===== src/verilog/rco_pkg.sv =====
/*
  Constants for the oscillator clock control block: register map, field
  positions, reset values, oscillator rates and derived cycle counts.
  Assumes a single reference clock of 250 MHz that times both RC oscillators.
*/
package rco_pkg;

  // Reference clock and oscillator rates in Hz
  localparam int unsigned CLK_HZ = 250000000;
  localparam int unsigned LS_LOW_HZ = 25000;
  localparam int unsigned LS_HIGH_HZ = 2000000;
  localparam int unsigned FAST_HZ = 25000000;

  // Half periods in reference cycles, rounded down, never below one
  localparam int unsigned LS_LOW_HALF = CLK_HZ / (2 * LS_LOW_HZ);
  localparam int unsigned LS_HIGH_HALF = CLK_HZ / (2 * LS_HIGH_HZ);
  localparam int unsigned FAST_HALF = CLK_HZ / (2 * FAST_HZ);
  localparam int unsigned HALF_W = 16;

  // Cycles spent clearing dividers during the start-up sequence
  localparam logic [3:0] INIT_CYCLES = 4'h4;

  // Register bus
  localparam int unsigned ADDR_W = 8;
  localparam int unsigned DATA_W = 32;
  localparam int unsigned CFG_W = 16;
  localparam logic [7:0] REG_LS_CFG = 8'h00;
  localparam logic [7:0] REG_FAST_CFG = 8'h04;
  localparam logic [7:0] REG_XTAL_CFG = 8'h08;
  localparam logic [7:0] REG_STATUS = 8'h0c;
  localparam logic [15:0] CFG_RESET = 16'h0000;

  // Low-speed configuration fields
  localparam int unsigned LS_RANGE_BIT = 0;
  localparam int unsigned LS_PREDIV_LSB = 1;
  localparam int unsigned LS_SEL_A_LSB = 3;
  localparam int unsigned LS_SEL_B_LSB = 6;
  localparam int unsigned LS_POL_BIT = 9;
  localparam int unsigned LS_MODE_BIT = 10;
  localparam int unsigned LS_QUICK_BIT = 11;
  localparam int unsigned LS_SRC_LSB = 12;

  // Fast configuration fields
  localparam int unsigned FAST_PREDIV_LSB = 0;
  localparam int unsigned FAST_POL_BIT = 2;
  localparam int unsigned FAST_MODE_BIT = 3;
  localparam int unsigned FAST_SRC_BIT = 4;

  // Crystal configuration fields
  localparam int unsigned XTAL_FORCE_BIT = 0;

  // Low-speed source codes
  localparam logic [1:0] SRC_INTERNAL = 2'h0;
  localparam logic [1:0] SRC_PIN_A = 2'h1;
  localparam logic [1:0] SRC_PIN_B = 2'h2;

  // Second-stage tap code that selects nothing
  localparam logic [2:0] TAP_OFF = 3'h7;

  typedef enum logic [1:0] {
    RCO_IDLE,
    RCO_CLEAR,
    RCO_READY
  } rco_init_t;

endpackage


===== src/verilog/rco_clock_ctrl.sv =====
/*
  Clock control for a low-speed RC oscillator (two ranges), a fast RC
  oscillator and a crystal path, each with request logic; the two RC paths
  also have pre-divider and power control, and the low-speed path has a
  two-output second divider.
  Assumes ref_clk at 250 MHz times the modelled oscillators, pins arrive
  asynchronously, and requests come from logic on ref_clk.
*/
// Design decisions made here: the address map and the address-and-strobe port.
module rco_clock_ctrl #(
  parameter int unsigned LS_LOW_HALF_CYCLES = rco_pkg::LS_LOW_HALF,
  parameter int unsigned LS_HIGH_HALF_CYCLES = rco_pkg::LS_HIGH_HALF,
  parameter int unsigned FAST_HALF_CYCLES = rco_pkg::FAST_HALF
) (
  input wire logic ref_clk,
  input wire logic resetn,
  input wire logic clk_en,
  input wire logic [rco_pkg::ADDR_W-1:0] reg_addr,
  input wire logic [rco_pkg::DATA_W-1:0] reg_wdata,
  input wire logic reg_wr,
  input wire logic reg_rd,
  output logic [rco_pkg::DATA_W-1:0] reg_rdata,
  input wire logic init_request,
  output logic osc_init_done,
  input wire logic oscillator_power_input_ls,
  input wire logic oscillator_power_input_fast,
  input wire logic slow_clock_input_pin_a,
  input wire logic slow_clock_input_pin_b,
  input wire logic crystal_input_pin,
  input wire logic ls_delay_request,
  input wire logic ls_counter_state_machine_request,
  input wire logic fast_delay_request,
  input wire logic fast_counter_state_machine_request,
  input wire logic xtal_delay_request,
  input wire logic xtal_counter_state_machine_request,
  output logic ls_prediv_clk,
  output logic divided_clock_a,
  output logic divided_clock_b,
  output logic fast_prediv_clk,
  output logic crystal_clk,
  output logic ls_running,
  output logic fast_running,
  output logic crystal_running
);

  // Refuse half periods the counters cannot hold
  if (LS_LOW_HALF_CYCLES < 1 || LS_LOW_HALF_CYCLES > 65535 ||
      LS_HIGH_HALF_CYCLES < 1 || LS_HIGH_HALF_CYCLES > 65535 ||
      FAST_HALF_CYCLES < 1 || FAST_HALF_CYCLES > 65535) begin : g_bad_half
    $error("rco_clock_ctrl: half period out of range");
  end

  // Divider tap: zero picks the input level, seven picks nothing, otherwise a counter bit
  function automatic logic rco_tap(input logic lvl, input logic [5:0] cnt, input logic [2:0] sel);
    logic res;
    res = 1'b0;
    if (sel == 3'h0) begin
      res = lvl;
    end else if (sel != rco_pkg::TAP_OFF) begin
      res = cnt[sel - 3'h1];
    end
    return res;
  endfunction

  localparam logic [15:0] LS_LOW_RELOAD = 16'(LS_LOW_HALF_CYCLES - 1);
  localparam logic [15:0] LS_HIGH_RELOAD = 16'(LS_HIGH_HALF_CYCLES - 1);
  localparam logic [15:0] FAST_RELOAD = 16'(FAST_HALF_CYCLES - 1);

  logic [15:0] ls_cfg_reg;
  logic [15:0] fast_cfg_reg;
  logic [15:0] xtal_cfg_reg;
  logic [rco_pkg::DATA_W-1:0] rdata_reg;
  logic [4:0] pin_meta_reg;
  logic [4:0] pin_sync_reg;
  rco_pkg::rco_init_t init_state_reg;
  logic [3:0] init_cnt_reg;
  logic ready;
  logic ls_pwr_ok, fast_pwr_ok;
  logic ls_run, fast_run, xtal_run;
  logic [15:0] ls_half_cnt_reg, fast_half_cnt_reg;
  logic ls_osc_reg, fast_osc_reg;
  logic ls_src_raw, fast_src_raw, xtal_src_raw;
  logic ls_arm_reg, fast_arm_reg, xtal_arm_reg;
  logic ls_fund, fast_fund;
  logic ls_fund_d_reg, fast_fund_d_reg;
  logic [2:0] ls_pre_cnt_reg, fast_pre_cnt_reg;
  logic ls_pre_lvl, fast_pre_lvl;
  logic ls_pre_d_reg;
  logic [5:0] ls_sec_cnt_reg;
  logic ls_pre_out_reg, out_a_reg, out_b_reg, fast_pre_out_reg, xtal_out_reg;

  // Register writes
  always_ff @(posedge ref_clk or negedge resetn) begin
    if (!resetn) begin
      ls_cfg_reg <= rco_pkg::CFG_RESET;
      fast_cfg_reg <= rco_pkg::CFG_RESET;
      xtal_cfg_reg <= rco_pkg::CFG_RESET;
    end else if (clk_en && reg_wr) begin
      unique case (reg_addr)
        rco_pkg::REG_LS_CFG: ls_cfg_reg <= reg_wdata[15:0];
        rco_pkg::REG_FAST_CFG: fast_cfg_reg <= reg_wdata[15:0];
        rco_pkg::REG_XTAL_CFG: xtal_cfg_reg <= reg_wdata[15:0];
        default: ;
      endcase
    end
  end

  // Register reads, data valid only in the cycle after the strobe
  always_ff @(posedge ref_clk or negedge resetn) begin
    if (!resetn) begin
      rdata_reg <= 32'h0;
    end else if (clk_en) begin
      rdata_reg <= 32'h0;
      if (reg_rd) begin
        unique case (reg_addr)
          rco_pkg::REG_LS_CFG: rdata_reg <= {16'h0, ls_cfg_reg};
          rco_pkg::REG_FAST_CFG: rdata_reg <= {16'h0, fast_cfg_reg};
          rco_pkg::REG_XTAL_CFG: rdata_reg <= {16'h0, xtal_cfg_reg};
          rco_pkg::REG_STATUS: rdata_reg <= {26'h0, pin_sync_reg[1:0], xtal_run, fast_run, ls_run, ready};
          default: rdata_reg <= 32'h0;
        endcase
      end
    end
  end
  assign reg_rdata = rdata_reg;

  // Two-stage synchronisers for all pins
  always_ff @(posedge ref_clk or negedge resetn) begin
    if (!resetn) begin
      pin_meta_reg <= 5'h0;
      pin_sync_reg <= 5'h0;
    end else if (clk_en) begin
      pin_meta_reg <= {crystal_input_pin, slow_clock_input_pin_b, slow_clock_input_pin_a,
                       oscillator_power_input_fast, oscillator_power_input_ls};
      pin_sync_reg <= pin_meta_reg;
    end
  end

  // Start-up: clear the oscillator logic, then report it ready
  always_ff @(posedge ref_clk or negedge resetn) begin
    if (!resetn) begin
      init_state_reg <= rco_pkg::RCO_IDLE;
      init_cnt_reg <= 4'h0;
    end else if (clk_en) begin
      unique case (init_state_reg)
        rco_pkg::RCO_IDLE: begin
          init_cnt_reg <= 4'h0;
          if (init_request) begin
            init_state_reg <= rco_pkg::RCO_CLEAR;
          end
        end
        rco_pkg::RCO_CLEAR: begin
          init_cnt_reg <= init_cnt_reg + 4'h1;
          if (init_cnt_reg == rco_pkg::INIT_CYCLES - 4'h1) begin
            init_state_reg <= rco_pkg::RCO_READY;
          end
        end
        rco_pkg::RCO_READY: begin
          if (!init_request) begin
            init_state_reg <= rco_pkg::RCO_IDLE;
          end
        end
        // The unused fourth code falls back to idle
        default: init_state_reg <= rco_pkg::RCO_IDLE;
      endcase
    end
  end
  assign ready = (init_state_reg == rco_pkg::RCO_READY);
  assign osc_init_done = ready;

  // Enables: the power input gates the low-speed and fast requests, the crystal path has none; each path independent
  assign ls_pwr_ok = ls_cfg_reg[rco_pkg::LS_POL_BIT] ? pin_sync_reg[0] : ~pin_sync_reg[0];
  assign fast_pwr_ok = fast_cfg_reg[rco_pkg::FAST_POL_BIT] ? pin_sync_reg[1] : ~pin_sync_reg[1];
  assign ls_run = ready & ls_pwr_ok & (ls_cfg_reg[rco_pkg::LS_MODE_BIT] | ls_cfg_reg[rco_pkg::LS_QUICK_BIT] |
                  ls_delay_request | ls_counter_state_machine_request);
  assign fast_run = ready & fast_pwr_ok & (fast_cfg_reg[rco_pkg::FAST_MODE_BIT] | fast_delay_request |
                    fast_counter_state_machine_request);
  assign xtal_run = ready & (xtal_cfg_reg[rco_pkg::XTAL_FORCE_BIT] | xtal_delay_request |
                    xtal_counter_state_machine_request);
  assign ls_running = ls_run;
  assign fast_running = fast_run;
  assign crystal_running = xtal_run;

  // Low-speed RC oscillator, range picks the half period
  always_ff @(posedge ref_clk or negedge resetn) begin
    if (!resetn) begin
      ls_half_cnt_reg <= 16'h0;
      ls_osc_reg <= 1'b0;
    end else if (clk_en) begin
      if (!ls_run) begin
        ls_half_cnt_reg <= 16'h0;
        ls_osc_reg <= 1'b0;
      end else if (ls_half_cnt_reg == 16'h0) begin
        ls_half_cnt_reg <= ls_cfg_reg[rco_pkg::LS_RANGE_BIT] ? LS_HIGH_RELOAD : LS_LOW_RELOAD;
        ls_osc_reg <= ~ls_osc_reg;
      end else begin
        ls_half_cnt_reg <= ls_half_cnt_reg - 16'h1;
      end
    end
  end

  // Fast RC oscillator
  always_ff @(posedge ref_clk or negedge resetn) begin
    if (!resetn) begin
      fast_half_cnt_reg <= 16'h0;
      fast_osc_reg <= 1'b0;
    end else if (clk_en) begin
      if (!fast_run) begin
        fast_half_cnt_reg <= 16'h0;
        fast_osc_reg <= 1'b0;
      end else if (fast_half_cnt_reg == 16'h0) begin
        fast_half_cnt_reg <= FAST_RELOAD;
        fast_osc_reg <= ~fast_osc_reg;
      end else begin
        fast_half_cnt_reg <= fast_half_cnt_reg - 16'h1;
      end
    end
  end

  // Fundamental source selection: internal oscillator or a pin
  always_comb begin
    unique case (ls_cfg_reg[rco_pkg::LS_SRC_LSB +: 2])
      rco_pkg::SRC_PIN_A: ls_src_raw = pin_sync_reg[2];
      rco_pkg::SRC_PIN_B: ls_src_raw = pin_sync_reg[3];
      default: ls_src_raw = ls_osc_reg;
    endcase
  end
  assign fast_src_raw = fast_cfg_reg[rco_pkg::FAST_SRC_BIT] ? pin_sync_reg[4] : fast_osc_reg;
  assign xtal_src_raw = pin_sync_reg[4];

  // Arm on a low source level so a restart never begins mid-pulse
  always_ff @(posedge ref_clk or negedge resetn) begin
    if (!resetn) begin
      ls_arm_reg <= 1'b0;
      fast_arm_reg <= 1'b0;
      xtal_arm_reg <= 1'b0;
    end else if (clk_en) begin
      ls_arm_reg <= ls_run & (ls_arm_reg | ~ls_src_raw);
      fast_arm_reg <= fast_run & (fast_arm_reg | ~fast_src_raw);
      xtal_arm_reg <= xtal_run & (xtal_arm_reg | ~xtal_src_raw);
    end
  end
  assign ls_fund = ls_arm_reg & ls_src_raw;
  assign fast_fund = fast_arm_reg & fast_src_raw;

  // Pre-dividers count fundamental rising edges
  always_ff @(posedge ref_clk or negedge resetn) begin
    if (!resetn) begin
      ls_fund_d_reg <= 1'b0;
      fast_fund_d_reg <= 1'b0;
      ls_pre_cnt_reg <= 3'h0;
      fast_pre_cnt_reg <= 3'h0;
    end else if (clk_en) begin
      ls_fund_d_reg <= ls_fund;
      fast_fund_d_reg <= fast_fund;
      if (!ls_run) begin
        ls_pre_cnt_reg <= 3'h0;
      end else if (ls_fund && !ls_fund_d_reg) begin
        ls_pre_cnt_reg <= ls_pre_cnt_reg + 3'h1;
      end
      if (!fast_run) begin
        fast_pre_cnt_reg <= 3'h0;
      end else if (fast_fund && !fast_fund_d_reg) begin
        fast_pre_cnt_reg <= fast_pre_cnt_reg + 3'h1;
      end
    end
  end
  assign ls_pre_lvl = rco_tap(ls_fund, {3'h0, ls_pre_cnt_reg},
                              {1'b0, ls_cfg_reg[rco_pkg::LS_PREDIV_LSB +: 2]});
  assign fast_pre_lvl = rco_tap(fast_fund, {3'h0, fast_pre_cnt_reg},
                                {1'b0, fast_cfg_reg[rco_pkg::FAST_PREDIV_LSB +: 2]});

  // Second stage on the low-speed path counts pre-divided edges
  always_ff @(posedge ref_clk or negedge resetn) begin
    if (!resetn) begin
      ls_pre_d_reg <= 1'b0;
      ls_sec_cnt_reg <= 6'h0;
    end else if (clk_en) begin
      ls_pre_d_reg <= ls_pre_lvl;
      if (!ls_run) begin
        ls_sec_cnt_reg <= 6'h0;
      end else if (ls_pre_lvl && !ls_pre_d_reg) begin
        ls_sec_cnt_reg <= ls_sec_cnt_reg + 6'h1;
      end
    end
  end

  // Registered clock outputs, held low whenever the source is stopped; the crystal output one cycle later, through its arm register
  always_ff @(posedge ref_clk or negedge resetn) begin
    if (!resetn) begin
      ls_pre_out_reg <= 1'b0;
      out_a_reg <= 1'b0;
      out_b_reg <= 1'b0;
      fast_pre_out_reg <= 1'b0;
      xtal_out_reg <= 1'b0;
    end else if (clk_en) begin
      ls_pre_out_reg <= ls_run & ls_pre_lvl;
      out_a_reg <= ls_run & rco_tap(ls_pre_lvl, ls_sec_cnt_reg,
                                    ls_cfg_reg[rco_pkg::LS_SEL_A_LSB +: 3]);
      out_b_reg <= ls_run & rco_tap(ls_pre_lvl, ls_sec_cnt_reg,
                                    ls_cfg_reg[rco_pkg::LS_SEL_B_LSB +: 3]);
      fast_pre_out_reg <= fast_run & fast_pre_lvl;
      xtal_out_reg <= xtal_arm_reg & xtal_src_raw;
    end
  end
  assign ls_prediv_clk = ls_pre_out_reg;
  assign divided_clock_a = out_a_reg;
  assign divided_clock_b = out_b_reg;
  assign fast_prediv_clk = fast_pre_out_reg;
  assign crystal_clk = xtal_out_reg;

endmodule


===== config.mk =====
export PLATFORM = sky130hd
export DESIGN_NAME = rco_clock_ctrl
export DESIGN_NICKNAME = d
export VERILOG_FILES = /design/src/verilog/rco_pkg.sv /design/src/verilog/rco_clock_ctrl.sv
export SDC_FILE = /design/constraint.sdc
export NUM_CORES = 1
export LEC_CHECK = 0
export CORE_MARGIN = 2
export CORE_UTILIZATION = 45
export CTS_CLUSTER_SIZE = 24
export DETAILED_ROUTE_END_ITERATION = 6
export DONT_BUFFER_PORTS = 1
export GPL_ROUTABILITY_DRIVEN = 1
export SLEW_MARGIN = 15
export SYNTH_ARGS = -nofsm -noshare
export SYNTH_HDL_FRONTEND = slang
export SYNTH_SLANG_ARGS = --single-unit

===== constraint.sdc =====
create_clock -name ref_clk -period 2.88 [get_ports ref_clk]
set_input_delay 0.288 -clock ref_clk [delete_from_list [all_inputs] [get_ports ref_clk]]
set_output_delay 0.288 -clock ref_clk [all_outputs]
set_load 0.02 [all_outputs]

==> out/results.env <==
FINALHOLDVIOLCOUNT=137
FINAL_UTIL=0.520
YOSYS_MOST_USED_DFF='sky130_fd_sc_hd__dfrtp_1'
CRITICAL_PATH_PEAK_FANOUT=6
NETLIST_TOP_CELLS_AREA='sky130_fd_sc_hd__dfrtp_1 49%, sky130_fd_sc_hd__mux2_2 10%, sky130_fd_sc_hd__o21ai_0 4.0%'
WORSTSKEWPAIRLATENCY_NS=0.42
SYNTH_TOP_FAMILY_BY_AREA='multiplexers'
SYNTH_ADDER_AREA_SHARE=0.0319
TIGHTEST_SLEW_NS=0.830
MIN-DELAY-PATH-CLASS='input port to async pin'
INITIAL_UTILIZATION=0.462
GRT_MAX_DEGREE=138
ANTENNA_FOUND_INITIAL=1
FINAL-MAX-SLEW-VIOLATION-COUNT=0
GRT.MET1_USAGE=0.285
NETLIST_INSTANCES=657
COUNT_OF_FLIP_FLOPS_WITH_A_BUILT_IN_ENABLE_AFTER_SYNTHESIS=0
GRT.TOTAL_USAGE=0.210
MET3_USAGE=0.0524
MINIMUM_SETUP_SLACK_AFTER_PLACEMENT_NS=0.383
VIASPERCELL=5.63
SYNTHESIS.AREA_PER_INSTANCE_UM2=10.7
POSTSYNTHREGISTERBITS=137
FINAL.MIN_CLOCK_PERIOD_NS=2.52
DIE_WIDTH_UM=129
CTS_SINKS=137
SYNTHXORXNORAREAFRAC=0.0174
FRACTION_OF_THE_CYCLE_THE_FINAL_WORST_PATH_NEEDS=0.875
GRT.OVERFLOW.TOTAL=0
N_FILL_CELL=1338
DRT-PASS1-ITER-COUNT=4
YS_WARN_COUNT=0
SIMPLE_GATE_FRACTION_OF_SYNTH_AREA=0.143
GRT_PASS1_WL_MM=26.9
IRDROPWORSTVDD_V=0.000478
CTS.PATH.MAX_BUFFERS=2
FINAL_WTD_CONGESTION=0.797
CORE_AREA_UM2=15300
FLOORPLAN.IO_PINS=98
PWR_DENSITY_CELL_nW_PER_UM2=630
POST_SYNTHESIS_CELL_AREA_UM2=7060
CLOCK_TREE_SKEW_AFTER_FINAL_LAYOUT_NS=0.00839
ASYNC_SET_RESET_FLOP_SHARE_OUT_OF_SYNTHESIS=1.00
FINAL_CELL_COUNT_NO_FILL=898
DRIVE_GT1_FRAC=0.195
GLOBALROUTE.BUSIESTLAYER='met2'
CP_DATA_REQUIRED_TIME_NS=2.59
TOTAL_LEAKAGE_POWER_nW=3.57
AREA_TAKEN_BY_MULTI_INPUT_LOGIC_GATES_UM2=3270
YS_SEQ_AREA_FRAC=0.486
CTS_HTREE_LEVELS=4
DRV_CAP=0
ROUTED_WL_PER_CELL_UM=18.3
WORST_SLEW_MARGIN_RELATIVE_TO_ITS_LIMIT=0.438
VIAS=5057
SETUP_SLACK_NS=0.360
DETAILEDPLACEMENTHPWL_MM=10.6
STARTPOINT_TYPE='flop'
DIE_HEIGHT_UM=129
YOSYS.AREA.TOP_TYPE='sky130_fd_sc_hd__dfrtp_1'
AREA_DELTA_SYNTH_FINAL_PCT=12.4
CTS.CLK_SLEW.WORST_PATHS_NS=0.06
SYNTHTOPCELLSBYCOUNT='137 x sky130_fd_sc_hd__dfrtp_1, 63 x sky130_fd_sc_hd__mux2_2, 56 x sky130_fd_sc_hd__o21ai_0'
GLOBALROUTEMET2UTIL=0.330
YOSYSTOPAREACELLSHARE=0.486
TRITONCTS.NUM_BUFFERS=17
SETUP_VIOL=0
FF_LATCH_AREA_UM2=3430
CTS_TREE='yes'
YOSYS-MUX-AREA-FRACTION=0.146
RSZ0062_AT_GRT='false'
SYNTH-COMPOUND-AREA-SHARE=0.117
GRT_PASS1_VIAS=5154
TOTALPOWERFINAL_W=0.00500
ROUTED_WL_MM=16.4
CRITPATHCAPTURETYPE='output pin'
CLOCKROOTBUFFER='sky130_fd_sc_hd__clkbuf_16'
IO_BUFFERS=0
QUANTITY_OF_HOLD_FIXING_BUFFERS_ADDED_AFTER_CTS=12
TOTALNEGATIVESETUPSLACK_NS=0
ROUTE.ANTENNA.REMAINING_NETS=0
LAYOUT.NETS=749
TIMING.FMAX_GHz=0.397
DRT_ITER0_MARKERS=476
TIMING.CRITICAL_PATH.ARRIVAL_NS=2.23
HOLDWS_NS=-0.430
POST-ROUTE-DRC-COUNT=0
VIOLATIONS='negative hold slack'
POST_SYNTH_NUM_CELL_TYPES=74
ANTENNA_CELLS=0
PLACE.DETAILED.INSTANCES=852
DIE_AREA_UM2=16700
R2R.WORST_PATH.CELLS=7
POST_CTS.REPAIR.SETUP_BUFFERS=0
RESIZED_CELLS_POST_CTS=0
CRITPATHKIND='flop to output pin'
STATUS='complete, but fails checks'
NUMBER_OF_STANDARD_CELL_ROWS_IN_THE_FLOORPLAN=45
MOST_FREQUENT_CELL_AFTER_SYNTHESIS='sky130_fd_sc_hd__dfrtp_1'
## layer usage
metal / part of all wire / vias up
li1: - / 2367
met1: 0.47 / 2574
met2: 0.48 / 100
met3: 0.042 / 14
met4: 0.011 / 2
met5: 0.00079 / -
## worst max-delay path, cell delays in order (launching register included)
cell and delay, ns:
sky130_fd_sc_hd__dfrtp_1 0.40, sky130_fd_sc_hd__o311ai_1 0.74, sky130_fd_sc_hd__clkinv_1 0.38, sky130_fd_sc_hd__buf_4 0.29
## path summary, 6_finish.rpt
kind | slack [ns] | end | from
min in group ref_clk | 0.02 | xtal_cfg_reg[4]$_DFFE_PN0P_ | reg_wdata[4]
max in group asynchronous | 3.05 | ls_cfg_reg[9]$_DFFE_PN0P_ | resetn
worst max-delay path | 0.36 | fast_running | fast_cfg_reg[3]$_DFFE_PN0P_
worst max register to register | 0.36 | ls_half_cnt_reg[12]$_DFFE_PN0P_ | ls_half_cnt_reg[0]$_DFFE_PN0P_
worst min register to register | 0.47 | ls_half_cnt_reg[8]$_DFFE_PN0P_ | ls_half_cnt_reg[8]$_DFFE_PN0P_
worst min-delay path | -0.43 | ls_half_cnt_reg[13]$_DFFE_PN0P_ | resetn
## kinds of logic (layout without fill, tap and decap cells)
kind of cell             Yosys count  count (layout)
adder cells (fa/ha/maj)           18              18
XOR/XNOR                          14              14
multiplexers                      85              85
buffers and inverters             86             101
flip-flops                       137             137
AND/OR/NAND/NOR                  188             188
AO/OA/AOI/OAI                    128             128
other                              1              16
## layout by cell type (no fill, tap or decap), drive strengths merged, types with 5 or more instances in the layout
master | synthesis | layout
or3 | 11 | 11
buf | 22 | 14
nand3 | 28 | 28
nand2b | 8 | 8
dfrtp | 137 | 137
mux2 | 63 | 63
nand2 | 47 | 47
o21ai | 56 | 56
a21o | 7 | 7
xor2 | 5 | 5
clkinv | 2 | 7
nor3 | 14 | 14
or4 | 10 | 10
xnor2 | 9 | 9
a21oi | 15 | 15
clkbuf | 22 | 17
ha | 18 | 18
nor4 | 7 | 7
dlygate4sd3 | 0 | 13
inv | 40 | 47
nand4 | 5 | 5
mux4 | 8 | 8
nor2 | 34 | 34
conb | 1 | 16
mux2i | 14 | 14
nor2b | 7 | 7
o31ai | 7 | 7
## area by class of cell
type | count | share of cell area
clock buffer | 17 | 0.0536
clock inverter | 15 | 0.0175
inverter | 42 | 0.0199
multi-input combinational | 449 | 0.412
sequential | 137 | 0.432
tap | 211 | 0.0333
timing repair buffer | 27 | 0.0312
## metrics by stage
step	area (um2)	hold WS, ns
2_1_floorplan	7110	-0.00759
3_3_place_gp	7220	-0.0000182
3_5_place_dp	7220	0.000885
4_1_cts	7910	-0.452
5_1_grt	7930	-0.459
6_report	7930	-0.430
## where the power goes
| part | total (W) | switching, W | internal, W | leakage [nW] |
|---|---|---|---|---|
| Clock | 0.00208 | 0.000880 | 0.00120 | 0.276 |
| Sequential | 0.00222 | 0.000144 | 0.00207 | 1.86 |
| Combinational | 0.000697 | 0.000356 | 0.000341 | 1.44 |
No activity file was read; power rests on OpenSTA's default activity.
